[src/verilog/pwmdp_pkg.sv]
// Shared constants, register map and types of the PWM channel data path.
package pwmdp_pkg;

    // ==========================================================================
    // Sizes
    localparam int PWMDP_CH = 2;
    localparam int PWMDP_DW = 32;
    localparam int PWMDP_AW = 8;
    localparam int PWMDP_FIFO_DEPTH = 16;
    localparam int PWMDP_PTR_W = 4;
    localparam int PWMDP_LVL_W = 5;

    // ==========================================================================
    // Register offsets
    localparam logic [7:0] PWMDP_OFS_CTRL = 8'h00;
    localparam logic [7:0] PWMDP_OFS_STAT = 8'h04;
    localparam logic [7:0] PWMDP_OFS_DMA = 8'h08;
    localparam logic [7:0] PWMDP_OFS_P1 = 8'h10;
    localparam logic [7:0] PWMDP_OFS_V1 = 8'h14;
    localparam logic [7:0] PWMDP_OFS_FIFO = 8'h18;
    localparam logic [7:0] PWMDP_OFS_P2 = 8'h20;
    localparam logic [7:0] PWMDP_OFS_V2 = 8'h24;

    // ==========================================================================
    // Reset values
    localparam logic [31:0] PWMDP_DMA_RST = 32'h00000707;
    localparam logic [31:0] PWMDP_PERIOD_RST = 32'h00000020;
    localparam logic [31:0] PWMDP_VALUE_RST = 32'h00000000;
    localparam logic [15:0] PWMDP_CTRL_RST = 16'h0000;
    localparam logic [31:0] PWMDP_BUS_DEFAULT = 32'h00000000;

    // ==========================================================================
    // Field positions
    localparam int PWMDP_DMA_EN_BIT = 31;
    localparam int PWMDP_URG_LSB = 8;
    localparam int PWMDP_DRQ_LSB = 0;
    localparam int PWMDP_CTL_STRIDE = 8;
    localparam int PWMDP_CTL_EN = 0;
    localparam int PWMDP_CTL_MODE = 1;
    localparam int PWMDP_CTL_RPT = 2;
    localparam int PWMDP_CTL_IDLE = 3;
    localparam int PWMDP_CTL_FIFO = 5;
    localparam int PWMDP_CTL_CLR = 6;
    localparam int PWMDP_STA_FULL = 0;
    localparam int PWMDP_STA_EMPTY = 1;
    localparam int PWMDP_STA_RUN = 2;
    localparam int PWMDP_STA_LVL = 8;

    // ==========================================================================
    // Types
    typedef struct packed {
        logic wr;
        logic rd;
        logic [PWMDP_AW-1:0] addr;
        logic [PWMDP_DW-1:0] wdata;
    } pwmdp_req_t;

    typedef struct packed {
        logic enable;
        logic output_style_select;
        logic repeat_last_word;
        logic idle_level;
        logic fifo_select;
    } pwmdp_chcfg_t;

    typedef enum logic [1:0] {
        PWMDP_OFF,
        PWMDP_NEED,
        PWMDP_RUN
    } pwmdp_state_t;

    typedef enum logic [3:0] {
        PWMDP_SEL_NONE,
        PWMDP_SEL_CTRL,
        PWMDP_SEL_STAT,
        PWMDP_SEL_DMA,
        PWMDP_SEL_P1,
        PWMDP_SEL_V1,
        PWMDP_SEL_FIFO,
        PWMDP_SEL_P2,
        PWMDP_SEL_V2
    } pwmdp_sel_t;

endpackage

[src/verilog/pwmdp_buf2.sv]
// Two-entry valid/ready buffer between the shared FIFO and the channels.
`timescale 1ns/10ps
`default_nettype none
module pwmdp_buf2 #(
    parameter int W = 32
) (
    input wire logic core_clk,
    input wire logic rstn,
    input wire logic clr,
    input wire logic in_valid,
    output logic in_ready,
    input wire logic [W-1:0] in_data,
    output logic out_valid,
    input wire logic out_ready,
    output logic [W-1:0] out_data
);

    // ==========================================================================
    // Storage
    logic [W-1:0] mem [2];
    logic wp;
    logic rp;
    logic [1:0] cnt;
    logic push;
    logic pop;

    assign in_ready = (cnt != 2'h2);
    assign out_valid = (cnt != 2'h0);
    assign out_data = mem[rp];
    assign push = in_valid && in_ready;
    assign pop = out_valid && out_ready;

    always_ff @(posedge core_clk) begin
        if (push) begin
            mem[wp] <= in_data;
        end
    end

    always_ff @(posedge core_clk or negedge rstn) begin
        if (!rstn) begin
            wp <= 1'b0;
            rp <= 1'b0;
            cnt <= 2'h0;
        end else if (clr) begin
            wp <= 1'b0;
            rp <= 1'b0;
            cnt <= 2'h0;
        end else begin
            if (push) begin
                wp <= ~wp;
            end
            if (pop) begin
                rp <= ~rp;
            end
            cnt <= cnt + {1'b0, push} - {1'b0, pop};
        end
    end

endmodule
`default_nettype wire

[src/verilog/pwmdp_top.sv]
// Two-channel pulse and serialiser data path with shared FIFO and DMA requests.
//
// Summary of operation
// - Data requests are issued only while the DMA enable bit 31 is set.
// - Bits 15:8 give the FIFO level threshold for the urgent request.
// - Bits 7:0 give the FIFO level threshold for the data request.
// - The 32-bit period register sets each channel's period, reset 32.
// - Period below 32 sends only that many leading bits of the word.
// - Period above 32 pads after the 32 data bits until period ends.
// - Pulse mode emits data-value pulses per period from the data register.
// - Serial mode shifts the data word out as the channel bitstream.
// - FIFO input writes queue words; only FIFO-select channels take them.
// - The FIFO input address is write-only and reads the bus default.
// - Sharing channels receive successive FIFO words in rotation, lowest waiting channel first.
// - Sharing channels fetch in lock-step; shorter periods wait idle.
// - Settings for channels 3 and 4 are ignored.
// - Output style bit 0 selects pulse mode, 1 serialiser; reset is pulse.
// - FIFO select high sends FIFO data, low sends the data register.
// - Serial words go out most significant bit first.
// - The idle level is driven between transfers and as tail padding.
`timescale 1ns/10ps
`default_nettype none
module pwmdp_top
    import pwmdp_pkg::*;
(
    input wire logic core_clk,
    input wire logic rstn,
    input wire pwmdp_req_t bus_req,
    output logic [PWMDP_DW-1:0] bus_rdata,
    output logic dma_req,
    output logic dma_urgent,
    output logic [PWMDP_CH-1:0] pwm_out
);

    // ==========================================================================
    // Address decode
    function automatic pwmdp_sel_t decode(input logic [PWMDP_AW-1:0] a);
        pwmdp_sel_t s;
        unique case (a)
            PWMDP_OFS_CTRL: s = PWMDP_SEL_CTRL;
            PWMDP_OFS_STAT: s = PWMDP_SEL_STAT;
            PWMDP_OFS_DMA: s = PWMDP_SEL_DMA;
            PWMDP_OFS_P1: s = PWMDP_SEL_P1;
            PWMDP_OFS_V1: s = PWMDP_SEL_V1;
            PWMDP_OFS_FIFO: s = PWMDP_SEL_FIFO;
            PWMDP_OFS_P2: s = PWMDP_SEL_P2;
            PWMDP_OFS_V2: s = PWMDP_SEL_V2;
            // Channel 3 and 4 addresses fall here and are not decoded.
            default: s = PWMDP_SEL_NONE;
        endcase
        return s;
    endfunction

    pwmdp_sel_t sel;
    logic wr_ctrl;
    logic wr_fifo;
    logic fifo_clr;

    assign sel = decode(bus_req.addr);
    assign wr_ctrl = bus_req.wr && (sel == PWMDP_SEL_CTRL);
    assign wr_fifo = bus_req.wr && (sel == PWMDP_SEL_FIFO);
    assign fifo_clr = wr_ctrl && bus_req.wdata[PWMDP_CTL_CLR];

    // ==========================================================================
    // Registers
    logic [15:0] ctrl;
    logic [31:0] dma_cfg;
    logic [31:0] period [PWMDP_CH];
    logic [31:0] value [PWMDP_CH];
    pwmdp_chcfg_t cfg [PWMDP_CH];

    always_ff @(posedge core_clk or negedge rstn) begin
        if (!rstn) begin
            ctrl <= PWMDP_CTRL_RST;
            dma_cfg <= PWMDP_DMA_RST;
            period[0] <= PWMDP_PERIOD_RST;
            period[1] <= PWMDP_PERIOD_RST;
            value[0] <= PWMDP_VALUE_RST;
            value[1] <= PWMDP_VALUE_RST;
        end else if (bus_req.wr) begin
            unique case (sel)
                // The clear bit is a one-shot and is never stored.
                PWMDP_SEL_CTRL: ctrl <= bus_req.wdata[15:0] & ~(16'h0040);
                PWMDP_SEL_DMA: dma_cfg <= bus_req.wdata & 32'h8000FFFF;
                PWMDP_SEL_P1: period[0] <= bus_req.wdata;
                PWMDP_SEL_V1: value[0] <= bus_req.wdata;
                PWMDP_SEL_P2: period[1] <= bus_req.wdata;
                PWMDP_SEL_V2: value[1] <= bus_req.wdata;
                default: ;
            endcase
        end
    end

    // ==========================================================================
    // Shared FIFO
    logic [PWMDP_DW-1:0] fifo_mem [PWMDP_FIFO_DEPTH];
    logic [PWMDP_PTR_W-1:0] fifo_wp;
    logic [PWMDP_PTR_W-1:0] fifo_rp;
    logic [PWMDP_LVL_W-1:0] fifo_lvl;
    logic fifo_full;
    logic fifo_empty;
    logic fifo_push;
    logic fifo_pop;
    logic buf_in_ready;
    logic buf_out_valid;
    logic buf_out_ready;
    logic [PWMDP_DW-1:0] buf_out_data;

    assign fifo_full = (fifo_lvl == PWMDP_LVL_W'(PWMDP_FIFO_DEPTH));
    assign fifo_empty = (fifo_lvl == '0);
    // A write while full is dropped; the DMA request can still be high then if its threshold exceeds 16.
    assign fifo_push = wr_fifo && !fifo_full;
    assign fifo_pop = !fifo_empty && buf_in_ready;

    always_ff @(posedge core_clk) begin
        if (fifo_push) begin
            fifo_mem[fifo_wp] <= bus_req.wdata;
        end
    end

    always_ff @(posedge core_clk or negedge rstn) begin
        if (!rstn) begin
            fifo_wp <= '0;
            fifo_rp <= '0;
            fifo_lvl <= '0;
        end else if (fifo_clr) begin
            fifo_wp <= '0;
            fifo_rp <= '0;
            fifo_lvl <= '0;
        end else begin
            if (fifo_push) begin
                fifo_wp <= fifo_wp + 1'b1;
            end
            if (fifo_pop) begin
                fifo_rp <= fifo_rp + 1'b1;
            end
            fifo_lvl <= fifo_lvl + {4'h0, fifo_push} - {4'h0, fifo_pop};
        end
    end

    pwmdp_buf2 #(
        .W(PWMDP_DW)
    ) u_buf (
        .core_clk(core_clk),
        .rstn(rstn),
        .clr(fifo_clr),
        .in_valid(!fifo_empty),
        .in_ready(buf_in_ready),
        .in_data(fifo_mem[fifo_rp]),
        .out_valid(buf_out_valid),
        .out_ready(buf_out_ready),
        .out_data(buf_out_data)
    );

    // ==========================================================================
    // DMA requests
    always_ff @(posedge core_clk or negedge rstn) begin
        if (!rstn) begin
            dma_req <= 1'b0;
            dma_urgent <= 1'b0;
        end else begin
            dma_req <= dma_cfg[PWMDP_DMA_EN_BIT] &&
                ({3'h0, fifo_lvl} < dma_cfg[PWMDP_DRQ_LSB +: 8]);
            dma_urgent <= dma_cfg[PWMDP_DMA_EN_BIT] &&
                ({3'h0, fifo_lvl} < dma_cfg[PWMDP_URG_LSB +: 8]);
        end
    end

    // ==========================================================================
    // Word dispatch to sharing channels
    pwmdp_state_t st [PWMDP_CH];
    logic [PWMDP_CH-1:0] loaded;
    logic [PWMDP_CH-1:0] have_last;
    logic [PWMDP_CH-1:0] fifo_ch;
    logic [PWMDP_CH-1:0] grant;
    logic grant_pop;
    logic start_all;

    always_comb begin
        logic found;
        found = 1'b0;
        grant = '0;
        grant_pop = 1'b0;
        start_all = 1'b0;
        for (int i = 0; i < PWMDP_CH; i++) begin
            fifo_ch[i] = cfg[i].enable && cfg[i].fifo_select;
        end
        // The lowest waiting channel is served first, so each round hands out
        // words in channel order when the channels begin waiting together.
        for (int i = 0; i < PWMDP_CH; i++) begin
            if (!found && fifo_ch[i] && st[i] == PWMDP_NEED && !loaded[i]) begin
                found = 1'b1;
                if (buf_out_valid) begin
                    grant[i] = 1'b1;
                    grant_pop = 1'b1;
                end else if (cfg[i].repeat_last_word && have_last[i]) begin
                    grant[i] = 1'b1;
                end
            end
        end
        // All sharing channels start together once each holds a word.
        if (fifo_ch != '0) begin
            start_all = 1'b1;
            for (int i = 0; i < PWMDP_CH; i++) begin
                if (fifo_ch[i] && !(st[i] == PWMDP_NEED && loaded[i])) begin
                    start_all = 1'b0;
                end
            end
        end
    end

    assign buf_out_ready = grant_pop;

    // ==========================================================================
    // Channels
    logic [PWMDP_CH-1:0] running;

    genvar g;
    generate
        for (g = 0; g < PWMDP_CH; g++) begin : gen_ch
            logic [31:0] word;
            logic [31:0] cnt;
            logic [32:0] acc;
            logic [32:0] sum;
            logic period_end;
            logic next_bit;

            assign cfg[g] = '{
                enable: ctrl[g*PWMDP_CTL_STRIDE + PWMDP_CTL_EN],
                output_style_select: ctrl[g*PWMDP_CTL_STRIDE + PWMDP_CTL_MODE],
                repeat_last_word: ctrl[g*PWMDP_CTL_STRIDE + PWMDP_CTL_RPT],
                idle_level: ctrl[g*PWMDP_CTL_STRIDE + PWMDP_CTL_IDLE],
                fifo_select: ctrl[g*PWMDP_CTL_STRIDE + PWMDP_CTL_FIFO]
            };
            assign sum = acc + {1'b0, word};
            assign period_end = ({1'b0, cnt} + 33'h1) >= {1'b0, period[g]};

            always_comb begin
                if (cfg[g].output_style_select) begin
                    // MSB first; past bit 31 the idle level pads the tail.
                    if (cnt < 32'h20) begin
                        next_bit = word[5'h1F - cnt[4:0]];
                    end else begin
                        next_bit = cfg[g].idle_level;
                    end
                end else begin
                    next_bit = (sum >= {1'b0, period[g]});
                end
            end

            always_ff @(posedge core_clk or negedge rstn) begin
                if (!rstn) begin
                    st[g] <= PWMDP_OFF;
                    word <= '0;
                    cnt <= '0;
                    acc <= '0;
                    loaded[g] <= 1'b0;
                    have_last[g] <= 1'b0;
                    pwm_out[g] <= 1'b0;
                end else if (!cfg[g].enable) begin
                    st[g] <= PWMDP_OFF;
                    loaded[g] <= 1'b0;
                    pwm_out[g] <= cfg[g].idle_level;
                end else begin
                    if (fifo_clr) begin
                        have_last[g] <= 1'b0;
                    end
                    unique case (st[g])
                        PWMDP_OFF: begin
                            pwm_out[g] <= cfg[g].idle_level;
                            cnt <= '0;
                            acc <= '0;
                            if (cfg[g].fifo_select) begin
                                st[g] <= PWMDP_NEED;
                            end else begin
                                word <= value[g];
                                st[g] <= PWMDP_RUN;
                            end
                        end
                        PWMDP_NEED: begin
                            // Waiting for the other sharing channels leaves a gap.
                            pwm_out[g] <= cfg[g].idle_level;
                            if (!cfg[g].fifo_select) begin
                                st[g] <= PWMDP_OFF;
                                loaded[g] <= 1'b0;
                            end else if (start_all) begin
                                st[g] <= PWMDP_RUN;
                                loaded[g] <= 1'b0;
                                cnt <= '0;
                                acc <= '0;
                            end else if (grant[g]) begin
                                if (grant_pop) begin
                                    word <= buf_out_data;
                                    have_last[g] <= 1'b1;
                                end
                                loaded[g] <= 1'b1;
                            end
                        end
                        PWMDP_RUN: begin
                            pwm_out[g] <= next_bit;
                            if (!cfg[g].output_style_select) begin
                                acc <= next_bit ? (sum - {1'b0, period[g]}) : sum;
                            end
                            if (period_end) begin
                                cnt <= '0;
                                acc <= '0;
                                if (cfg[g].fifo_select) begin
                                    st[g] <= PWMDP_NEED;
                                end else begin
                                    word <= value[g];
                                end
                            end else begin
                                cnt <= cnt + 32'h1;
                            end
                        end
                        default: st[g] <= PWMDP_OFF;
                    endcase
                end
            end

            assign running[g] = (st[g] == PWMDP_RUN);
        end
    endgenerate

    // ==========================================================================
    // Register read
    always_ff @(posedge core_clk or negedge rstn) begin
        if (!rstn) begin
            bus_rdata <= PWMDP_BUS_DEFAULT;
        end else if (bus_req.rd) begin
            unique case (sel)
                PWMDP_SEL_CTRL: bus_rdata <= {16'h0000, ctrl};
                PWMDP_SEL_STAT: begin
                    bus_rdata <= PWMDP_BUS_DEFAULT;
                    bus_rdata[PWMDP_STA_FULL] <= fifo_full;
                    bus_rdata[PWMDP_STA_EMPTY] <= fifo_empty;
                    bus_rdata[PWMDP_STA_RUN +: PWMDP_CH] <= running;
                    bus_rdata[PWMDP_STA_LVL +: PWMDP_LVL_W] <= fifo_lvl;
                end
                PWMDP_SEL_DMA: bus_rdata <= dma_cfg;
                PWMDP_SEL_P1: bus_rdata <= period[0];
                PWMDP_SEL_V1: bus_rdata <= value[0];
                PWMDP_SEL_P2: bus_rdata <= period[1];
                PWMDP_SEL_V2: bus_rdata <= value[1];
                PWMDP_SEL_FIFO: bus_rdata <= PWMDP_BUS_DEFAULT;
                default: bus_rdata <= PWMDP_BUS_DEFAULT;
            endcase
        end
    end

endmodule
`default_nettype wire

[config.mk]
export PLATFORM = sky130hd
export DESIGN_NAME = pwmdp_top
export DESIGN_NICKNAME = d
export VERILOG_FILES = /design/src/verilog/pwmdp_pkg.sv /design/src/verilog/pwmdp_buf2.sv /design/src/verilog/pwmdp_top.sv
export SDC_FILE = /design/constraint.sdc
export NUM_CORES = 2
export LEC_CHECK = 0
export BUFFER_PORTS_ARGS = -buffer_cell sky130_fd_sc_hd__buf_2
export CAP_MARGIN = 30
export CORE_MARGIN = 5
export CORE_UTILIZATION = 45
export DETAILED_ROUTE_END_ITERATION = 16
export RECOVER_POWER = 50
export SLEW_MARGIN = 30
export SYNTH_ARGS = -nofsm -noshare
export SYNTH_HDL_FRONTEND = slang
export SYNTH_SLANG_ARGS = --single-unit
export TNS_END_PERCENT = 5
[constraint.sdc]
create_clock -name core_clk -period 6.2 [get_ports core_clk]
set_input_delay 0.62 -clock core_clk [delete_from_list [all_inputs] [get_ports core_clk]]
set_output_delay 0.62 -clock core_clk [all_outputs]
set_load 0.005 [all_outputs]
# Yosys cells after proc, flatten, opt, wreduce, memory -nomap -nowiden
# Memory sizes are Yosys's and may differ from the RTL's.
# Index checks and enable logic that the tools add are counted.
[word_totals] mem_count=2 out_inout_bits=36 wordCells=271 ff_bits=415 in_bits=44 mem_bits_rw=576
[classes] addsub=16 eq_ne=47 n_mux=108 reduce_logical=57 bitwise=2 order_cmp=10
[memory_table] name="fifo_mem" words=16 width=32 read_ports=1 rd_clocked_by_memory_dff=0 write_ports=1 line="pwmdp_top.sv:96" source="logic [PWMDP_DW-1:0] fifo_mem [PWMDP_FIFO_DEPTH];"
[memory_table] name="u_buf.mem" words=2 width=32 read_ports=1 rd_clocked_by_memory_dff=0 write_ports=1 line="pwmdp_buf2.sv:20" source="logic [W-1:0] mem [2];"
[op_table] op="$mux 32" n=16
[op_table] op="$pmux 32 s3" n=4
[op_table] op="$mux 33" n=9
[op_table] op="$pmux 32 s7" n=1
[op_table] op="$pmux 33 s3" n=2
[op_table] op="$ge 33x32->1" n=4
[op_table] op="$add 32x1->33 const B" n=2
[op_table] op="$add 33x32->33" n=2
[op_table] op="$sub 33x32->33" n=2
[op_table] op="$add 32x1->32 const B" n=2
[op_table] op="$lt 32x6->1 const B" n=2
[op_table] op="$mux 1" n=52
[op_table] op="$pmux 4 s8" n=1
[op_table] op="$eq 8x5->1 const B" n=3
[op_table] op="$mux 2" n=12
[op_table] op="$logic_and 1x1->1" n=21
[op_table] op="$ne 2x2->1 const B" n=9
[op_table] op="$ne 3x2->1 const B" n=6
[op_table] op="$eq 4x3->1 const B" n=4
[op_table] op="$eq 8x6->1 const B" n=2
[op_table] op="$lt 5x8->1" n=2
[op_table] op="$mux 4" n=4
[op_table] op="$reduce_and 2->1" n=8
[op_table] op="$reduce_and 7->1" n=2
[op_table] op="other kinds (34)" n=68

# Depth between registers and ports, before layout
[logic_depth] ltp_word=14 mapped_depth=24 depth_no_buf=23

# By module
# Synthesis repeated with hierarchy kept, for this count alone.
[unflattened] hier_cells=3972 area_unflattened_um2=49954.2
[by_module_without_submodules] module="pwmdp_top" seq_area_each_um2=25669.6 area_each_um2=47256.6 instances=1 cells_per_inst=3849
[by_module_without_submodules] module="pwmdp_buf2" seq_area_each_um2=2021.9 area_each_um2=2697.6 instances=1 cells_per_inst=123

# Worst setup path after synthesis
# Ideal clock, no wire load.
[synth_path] path_type="flip-flop to flip-flop" startpoint="register gen_ch[1].word[0]" endpoint="register gen_ch[1].acc[1]" required_time_ns=6.079 stages_incl_launch_ff=25 arrival_time_ns=4.884 setup_time_ns=0.121 synth_period_minus_slack_ns=5.005 setup_slack_ns=1.195 n_path_buf=2 cell_sequence="dfrtp_1 ha_1 fa_1 a211o_1 a21oi_1 a211oi_1 o211ai_1 a21oi_1 nor3_1 nor2_1 o41ai_1 xnor2_1 ha_1 a21oi_1 o21ai_0 a221oi_1 a21boi_0 nand2_1 nand2_1 o31ai_1 o21a_1 clkbuf_1 buf_2 mux2i_1 a22o_1"
[synth_via] elab_chain_len=8 elab_cells_between_ends=11 cone_classes="add/sub: 2; order compare: 1; mux: 8"
[synth_lines] item="start: declaration" line="pwmdp_top.sv:221" source="logic [31:0] word;"
[synth_lines] item="start signal: assignment" line="pwmdp_top.sv:276" source="word <= value[g];"
[synth_lines] item="start signal: assignment" line="pwmdp_top.sv:293" source="word <= buf_out_data;"
[synth_lines] item="start signal: assignment" line="pwmdp_top.sv:310" source="word <= value[g];"
[synth_lines] item="parallel branches: the longest is 4 deep, another holds $add 33x32->33"
[synth_lines] item="$mux 33 (*)" line="pwmdp_top.sv:302" source="acc <= next_bit ? (sum - {1'b0, period[g]}) : sum;"
[synth_lines] item="$mux 33 (*)" line="pwmdp_top.sv:301" source="if (!cfg[g].output_style_select) begin"
[synth_lines] item="$mux 33 (*)" line="pwmdp_top.sv:304" source="if (period_end) begin"
[synth_lines] item="$pmux 33 s3 (*)" line="pwmdp_top.sv:268" source="unique case (st[g])"
[synth_lines] item="end signal: assignment" line="pwmdp_top.sv:302"
[synth_lines] item="end: declaration" line="pwmdp_top.sv:223" source="logic [32:0] acc;"
# Every way passes the cells marked *. The select of a mux whose other input is x is not followed.
# A chain may end at the register's enable or synchronous reset.

# Worst setup path after layout
[layout_path] startpoint="register gen_ch[0].word[0]" endpoint="register gen_ch[0].acc[18]"
[layout_via] elab_chain_len=8 elab_cells_between_ends=11 cone_classes="add/sub: 2; order compare: 1; mux: 8"
[layout_lines] item="start: declaration" line="pwmdp_top.sv:221"
[layout_lines] item="start signal: assignment" line="pwmdp_top.sv:276"
[layout_lines] item="start signal: assignment" line="pwmdp_top.sv:293"
[layout_lines] item="start signal: assignment" line="pwmdp_top.sv:310"
[layout_lines] item="parallel branches: the longest is 4 deep, another holds $add 33x32->33"
[layout_lines] item="$mux 33 (*)" line="pwmdp_top.sv:302"
[layout_lines] item="$mux 33 (*)" line="pwmdp_top.sv:301"
[layout_lines] item="$mux 33 (*)" line="pwmdp_top.sv:304"
[layout_lines] item="$pmux 33 s3 (*)" line="pwmdp_top.sv:268"
[layout_lines] item="end signal: assignment" line="pwmdp_top.sv:302"
[layout_lines] item="end: declaration" line="pwmdp_top.sv:223"
# Marks and branches as above.

==> results.sh <==
export IMPL_drt_wirelength_per_cell_um=25.7
export IMPL_synth_warnings=0
export IMPL_crit_required_ns=6.74
export IMPL_finalInstanceArea_um2=55100
export IMPL_postRouteWirelength_um=139000
export IMPL_synth_top_flop_cell="edfxtp_1"
export IMPL_nets=4164
export IMPL_setup_repair_after_global_routing_missed_its_margin="false"
export IMPL_tightest_slew_ns=3.50
export IMPL_setup_total_negative_slack_ns=0
export IMPL_num_rows=121
export IMPL_synth_top_cell_by_area="edfxtp_1"
export IMPL_layout_filler_cells=9291
export IMPL_routabilityCongestion=0.925
export IMPL_crit_path_max_fanout=35
export IMPL_synth_area_top_cells="edfxtp_1, dfrtp_1, mux4_2, ha_1, mux2_2"
export IMPL_tritoncts="built"
export IMPL_placedInstanceArea_um2=51500
export IMPL_dp_final_hpwl_um=94600
export IMPL_critical_path_endpoint_type="flip-flop"
export IMPL_worstSetupPathType="flip-flop to flip-flop"
export IMPL_worst_hold_slack_ns=0.491
export IMPL_synth_cells=3812
export IMPL_power_density_nw_per_um2=357
export IMPL_areaGrowthSynthToFinish_pct=11.8
export IMPL_layout_drive_gt1_share=0.165
export IMPL_syn_area_per_cell_um2=12.9
export IMPL_synthesis_nets=4076
export IMPL_relSlewSlack=-1.34
export IMPL_worst_skew_pair_late_latency_ns=0.70
export IMPL_setup_viol=0
export IMPL_grt_max_degree=139
export IMPL_r2r_setup_slack_ns=0.47
export IMPL_chipHeight_um=341
export IMPL_cts_htree_levels=3
export IMPL_max_cap_violations=9
export IMPL_synth_cell_type_count=79
export IMPL_tritoncts_num_buffers=105
export IMPL_status="finished, violations left"
export IMPL_critical_path_startpoint="gen_ch[0].word[0]"
export IMPL_route_vias_total=32255
export IMPL_fin_crit_sh=0.924
export IMPL_timing_fmax_mhz=175
export IMPL_grt_pass1_wl_um=208000
export IMPL_drt_initial_drc_count=2547
export IMPL_cts_setup_buffers=0
export IMPL_worstReg2RegStart="gen_ch[0].word[0]"
export IMPL_yosysTopAreaCellShare=0.351
export IMPL_failing_checks="max-capacitance violations, max-slew violations"
export IMPL_die_area_um2=116000
export IMPL_fin_worst_skew_ns=0.0368
export IMPL_worstRegToRegCells=20
export IMPL_layout_cells_non_filler=5405
export IMPL_ant_nets=0
export IMPL_power_leakage_nw=22.0
export IMPL_drc_errors=0
export IMPL_placeableCoreArea_um2=109000
export IMPL_antenna_found_initial=10
export IMPL_number_of_flops_mapped_to_enable_cells_by_yosys=576
export IMPL_hold_class="flip-flop to flip-flop"
export IMPL_synthesis_area_um2=49300
export IMPL_share_of_the_yosys_chip_area_belonging_to_registers=0.562
export IMPL_cts_root_to_sink_buffers=3
export IMPL_detailed_router_iteration_count_before_antenna_repair=5
export IMPL_root_buffer_selected_by_cts="clkbuf_16"
export IMPL_setup_worst_path_end="gen_ch[0].acc[18]"
export IMPL_period_minus_slack_ns=5.73
export IMPL_asyncSetResetFlopFracSynth=0.419
export IMPL_worst_endpoint_arrival_ns=6.27
export IMPL_dp_cells=5203
export IMPL_synth_seq_cells=991
export IMPL_cts_sinks=991
export IMPL_gr_usage_all_layers=0.237
export IMPL_boundaryPins=80
export IMPL_buffer_ports_inserted=79
export IMPL_critical_path_reg2reg_endpoint="gen_ch[0].acc[18]"
export IMPL_avgViaCountPerCell=5.97
export IMPL_critPathLaunchType="flip-flop"
export IMPL_dieWidth_um=341
export IMPL_finalMaxSlewViolations=531
export IMPL_starting_density_of_the_core=0.453
export IMPL_final_report_hold_violation_count=0
export IMPL_vias_in_the_first_global_route=31958
export IMPL_reg_clk_slew_reported_paths_ns=0.06
export IMPL_globalRouteOverflowTotal=0
export IMPL_worst_ir_drop_vdd_mv=0.280
-- registers in the layout, summed over array words and instances, names as in the netlist, 5 cells and up --
name         cells
bus_rdata       32
ctrl            15
dma_cfg         17
fifo_lvl         5
fifo_mem       512
gen_ch.acc      66
gen_ch.cnt      64
gen_ch.word     64
period          64
u_buf.mem       64
value           64
-- layer usage --
metal  share of wire  routed length, µm  track usage
met1            0.44              61000        0.337
met2            0.47              65200        0.381
met3           0.064               8880       0.0379
met4           0.029               4000       0.0661
met5         0.00019                 27            0
-- how the worst min path moves through the flow --
stage	end	start	slack, ns	cells after the start
final	gen_ch[1].acc[2]	gen_ch[1].acc[2]	0.49	2
after global routing	gen_ch[0].acc[25]	gen_ch[0].acc[25]	0.51	2
after CTS	gen_ch[0].acc[30]	rstn	0.04	1
after detailed placement	have_last[1]	have_last[1]	0.48	2
after floorplan	bus_rdata[0]	rstn	0.32	0
after global placement	have_last[1]	have_last[1]	0.47	2
-- cells by family (layout without fill, tap and decap cells) --
family | Yosys count | in the layout | share of synthesized area
AOI/OAI and AO/OA | 863 | 863 | 0.112
xor gates and xnor gates | 190 | 190 | 0.0338
adders and majority gates | 220 | 220 | 0.0566
buffers and inverters | 301 | 477 | 0.0235
DFF | 991 | 991 | 0.562
muxes | 420 | 420 | 0.135
other | 0 | 3 | 0
and+or+nand+nor | 827 | 827 | 0.0777
-- metrics by stage --
step	util	setup slack (ns)	total power, W
floorplan	-	1.20	0.0118
finish	0.506	0.473	0.0197
global placement	0.473	0.688	0.0132
detailed placement	0.474	0.507	0.0132
global route	0.506	0.0370	0.0206
CTS	0.507	0.465	0.0198
-- Yosys cell counts (11+ instances only) --
cell	number
a211oi_1	16
a21o_1	78
a21oi_1	236
a222oi_1	11
a22o_1	29
a22oi_1	71
a31oi_1	32
a41oi_1	16
and2_1	29
and3_1	34
buf_1	35
clkbuf_1	131
dfrtp_1	407
edfxtp_1	576
ha_1	215
inv_1	126
mux2_2	161
mux2i_1	79
mux4_2	180
nand2_1	254
nand2b_1	31
nand3_1	76
nand4_1	39
nor2_1	248
nor2b_1	24
nor3_1	35
nor4_1	21
o211ai_1	15
o21a_1	16
o21ai_0	213
o21ai_1	26
o21bai_1	17
o31ai_1	13
xnor2_1	131
xor2_1	59
-- placed cells by master (no fill, tap or decap), types with 59 or more instances in the layout --
| cell type | instances |
|---|---|
| mux4_2 | 180 |
| clkbuf_1 | 73 |
| edfxtp_1 | 576 |
| nor2_1 | 244 |
| clkbuf_16 | 108 |
| mux2_2 | 161 |
| mux2i_1 | 79 |
| nand2_1 | 254 |
| nand3_1 | 75 |
| dfrtp_1 | 402 |
| o21ai_0 | 213 |
| a22oi_1 | 71 |
| a21o_1 | 78 |
| ha_1 | 215 |
| xor2_1 | 59 |
| a21oi_1 | 236 |
| inv_1 | 126 |
| xnor2_1 | 131 |
-- layout make-up --
cell class | instances | area [µm²] | area share
inverters | 126 | 473 | 0.00858
clock buffers | 141 | 2930 | 0.0531
multi-input cells | 2520 | 20500 | 0.373
flip-flops and latches | 991 | 27700 | 0.503
clock inverters | 54 | 663 | 0.0120
well taps | 1414 | 1770 | 0.0321
diodes | 3 | 7.51 | 0.000136
repair buffers | 156 | 1000 | 0.0182
-- critical path: stages, from the launching register on --
cell	delay (ns)
dfrtp_1	0.41
ha_1	0.25
fa_1	0.41
a21o_1	0.23
a221oi_2	0.39
or4_4	0.24
a41oi_4	0.16
a21boi_0	0.40
o21bai_1	0.13
xor2_1	0.21
ha_1	0.29
and2_1	0.18
and3_1	0.18
nand3_1	0.10
a21oi_1	0.07
o21ai_0	0.30
a21oi_1	0.18
o31ai_4	0.82
buf_12	0.29
mux2i_1	0.26
o21ai_1	0.08
-- where the power goes --
group	internal, W	leakage (nW)	switching, W	total (W)
combinational	0.00240	9.45	0.00277	0.00516
clock	0.00385	1.75	0.00266	0.00651
sequential	0.00759	10.8	0.000397	0.00798
total	0.0138	22.0	0.00582	0.0197
-- repair_timing --
| item | CTS | global route |
|---|---|---|
| endpoints found under the setup margin | 0 | 5 |
| endpoints found under the hold margin | 0 | 35 |
| resized for setup | 0 | 1 |
| hold buffers | 0 | 1 |
Power figures use the tool's default switching activity.
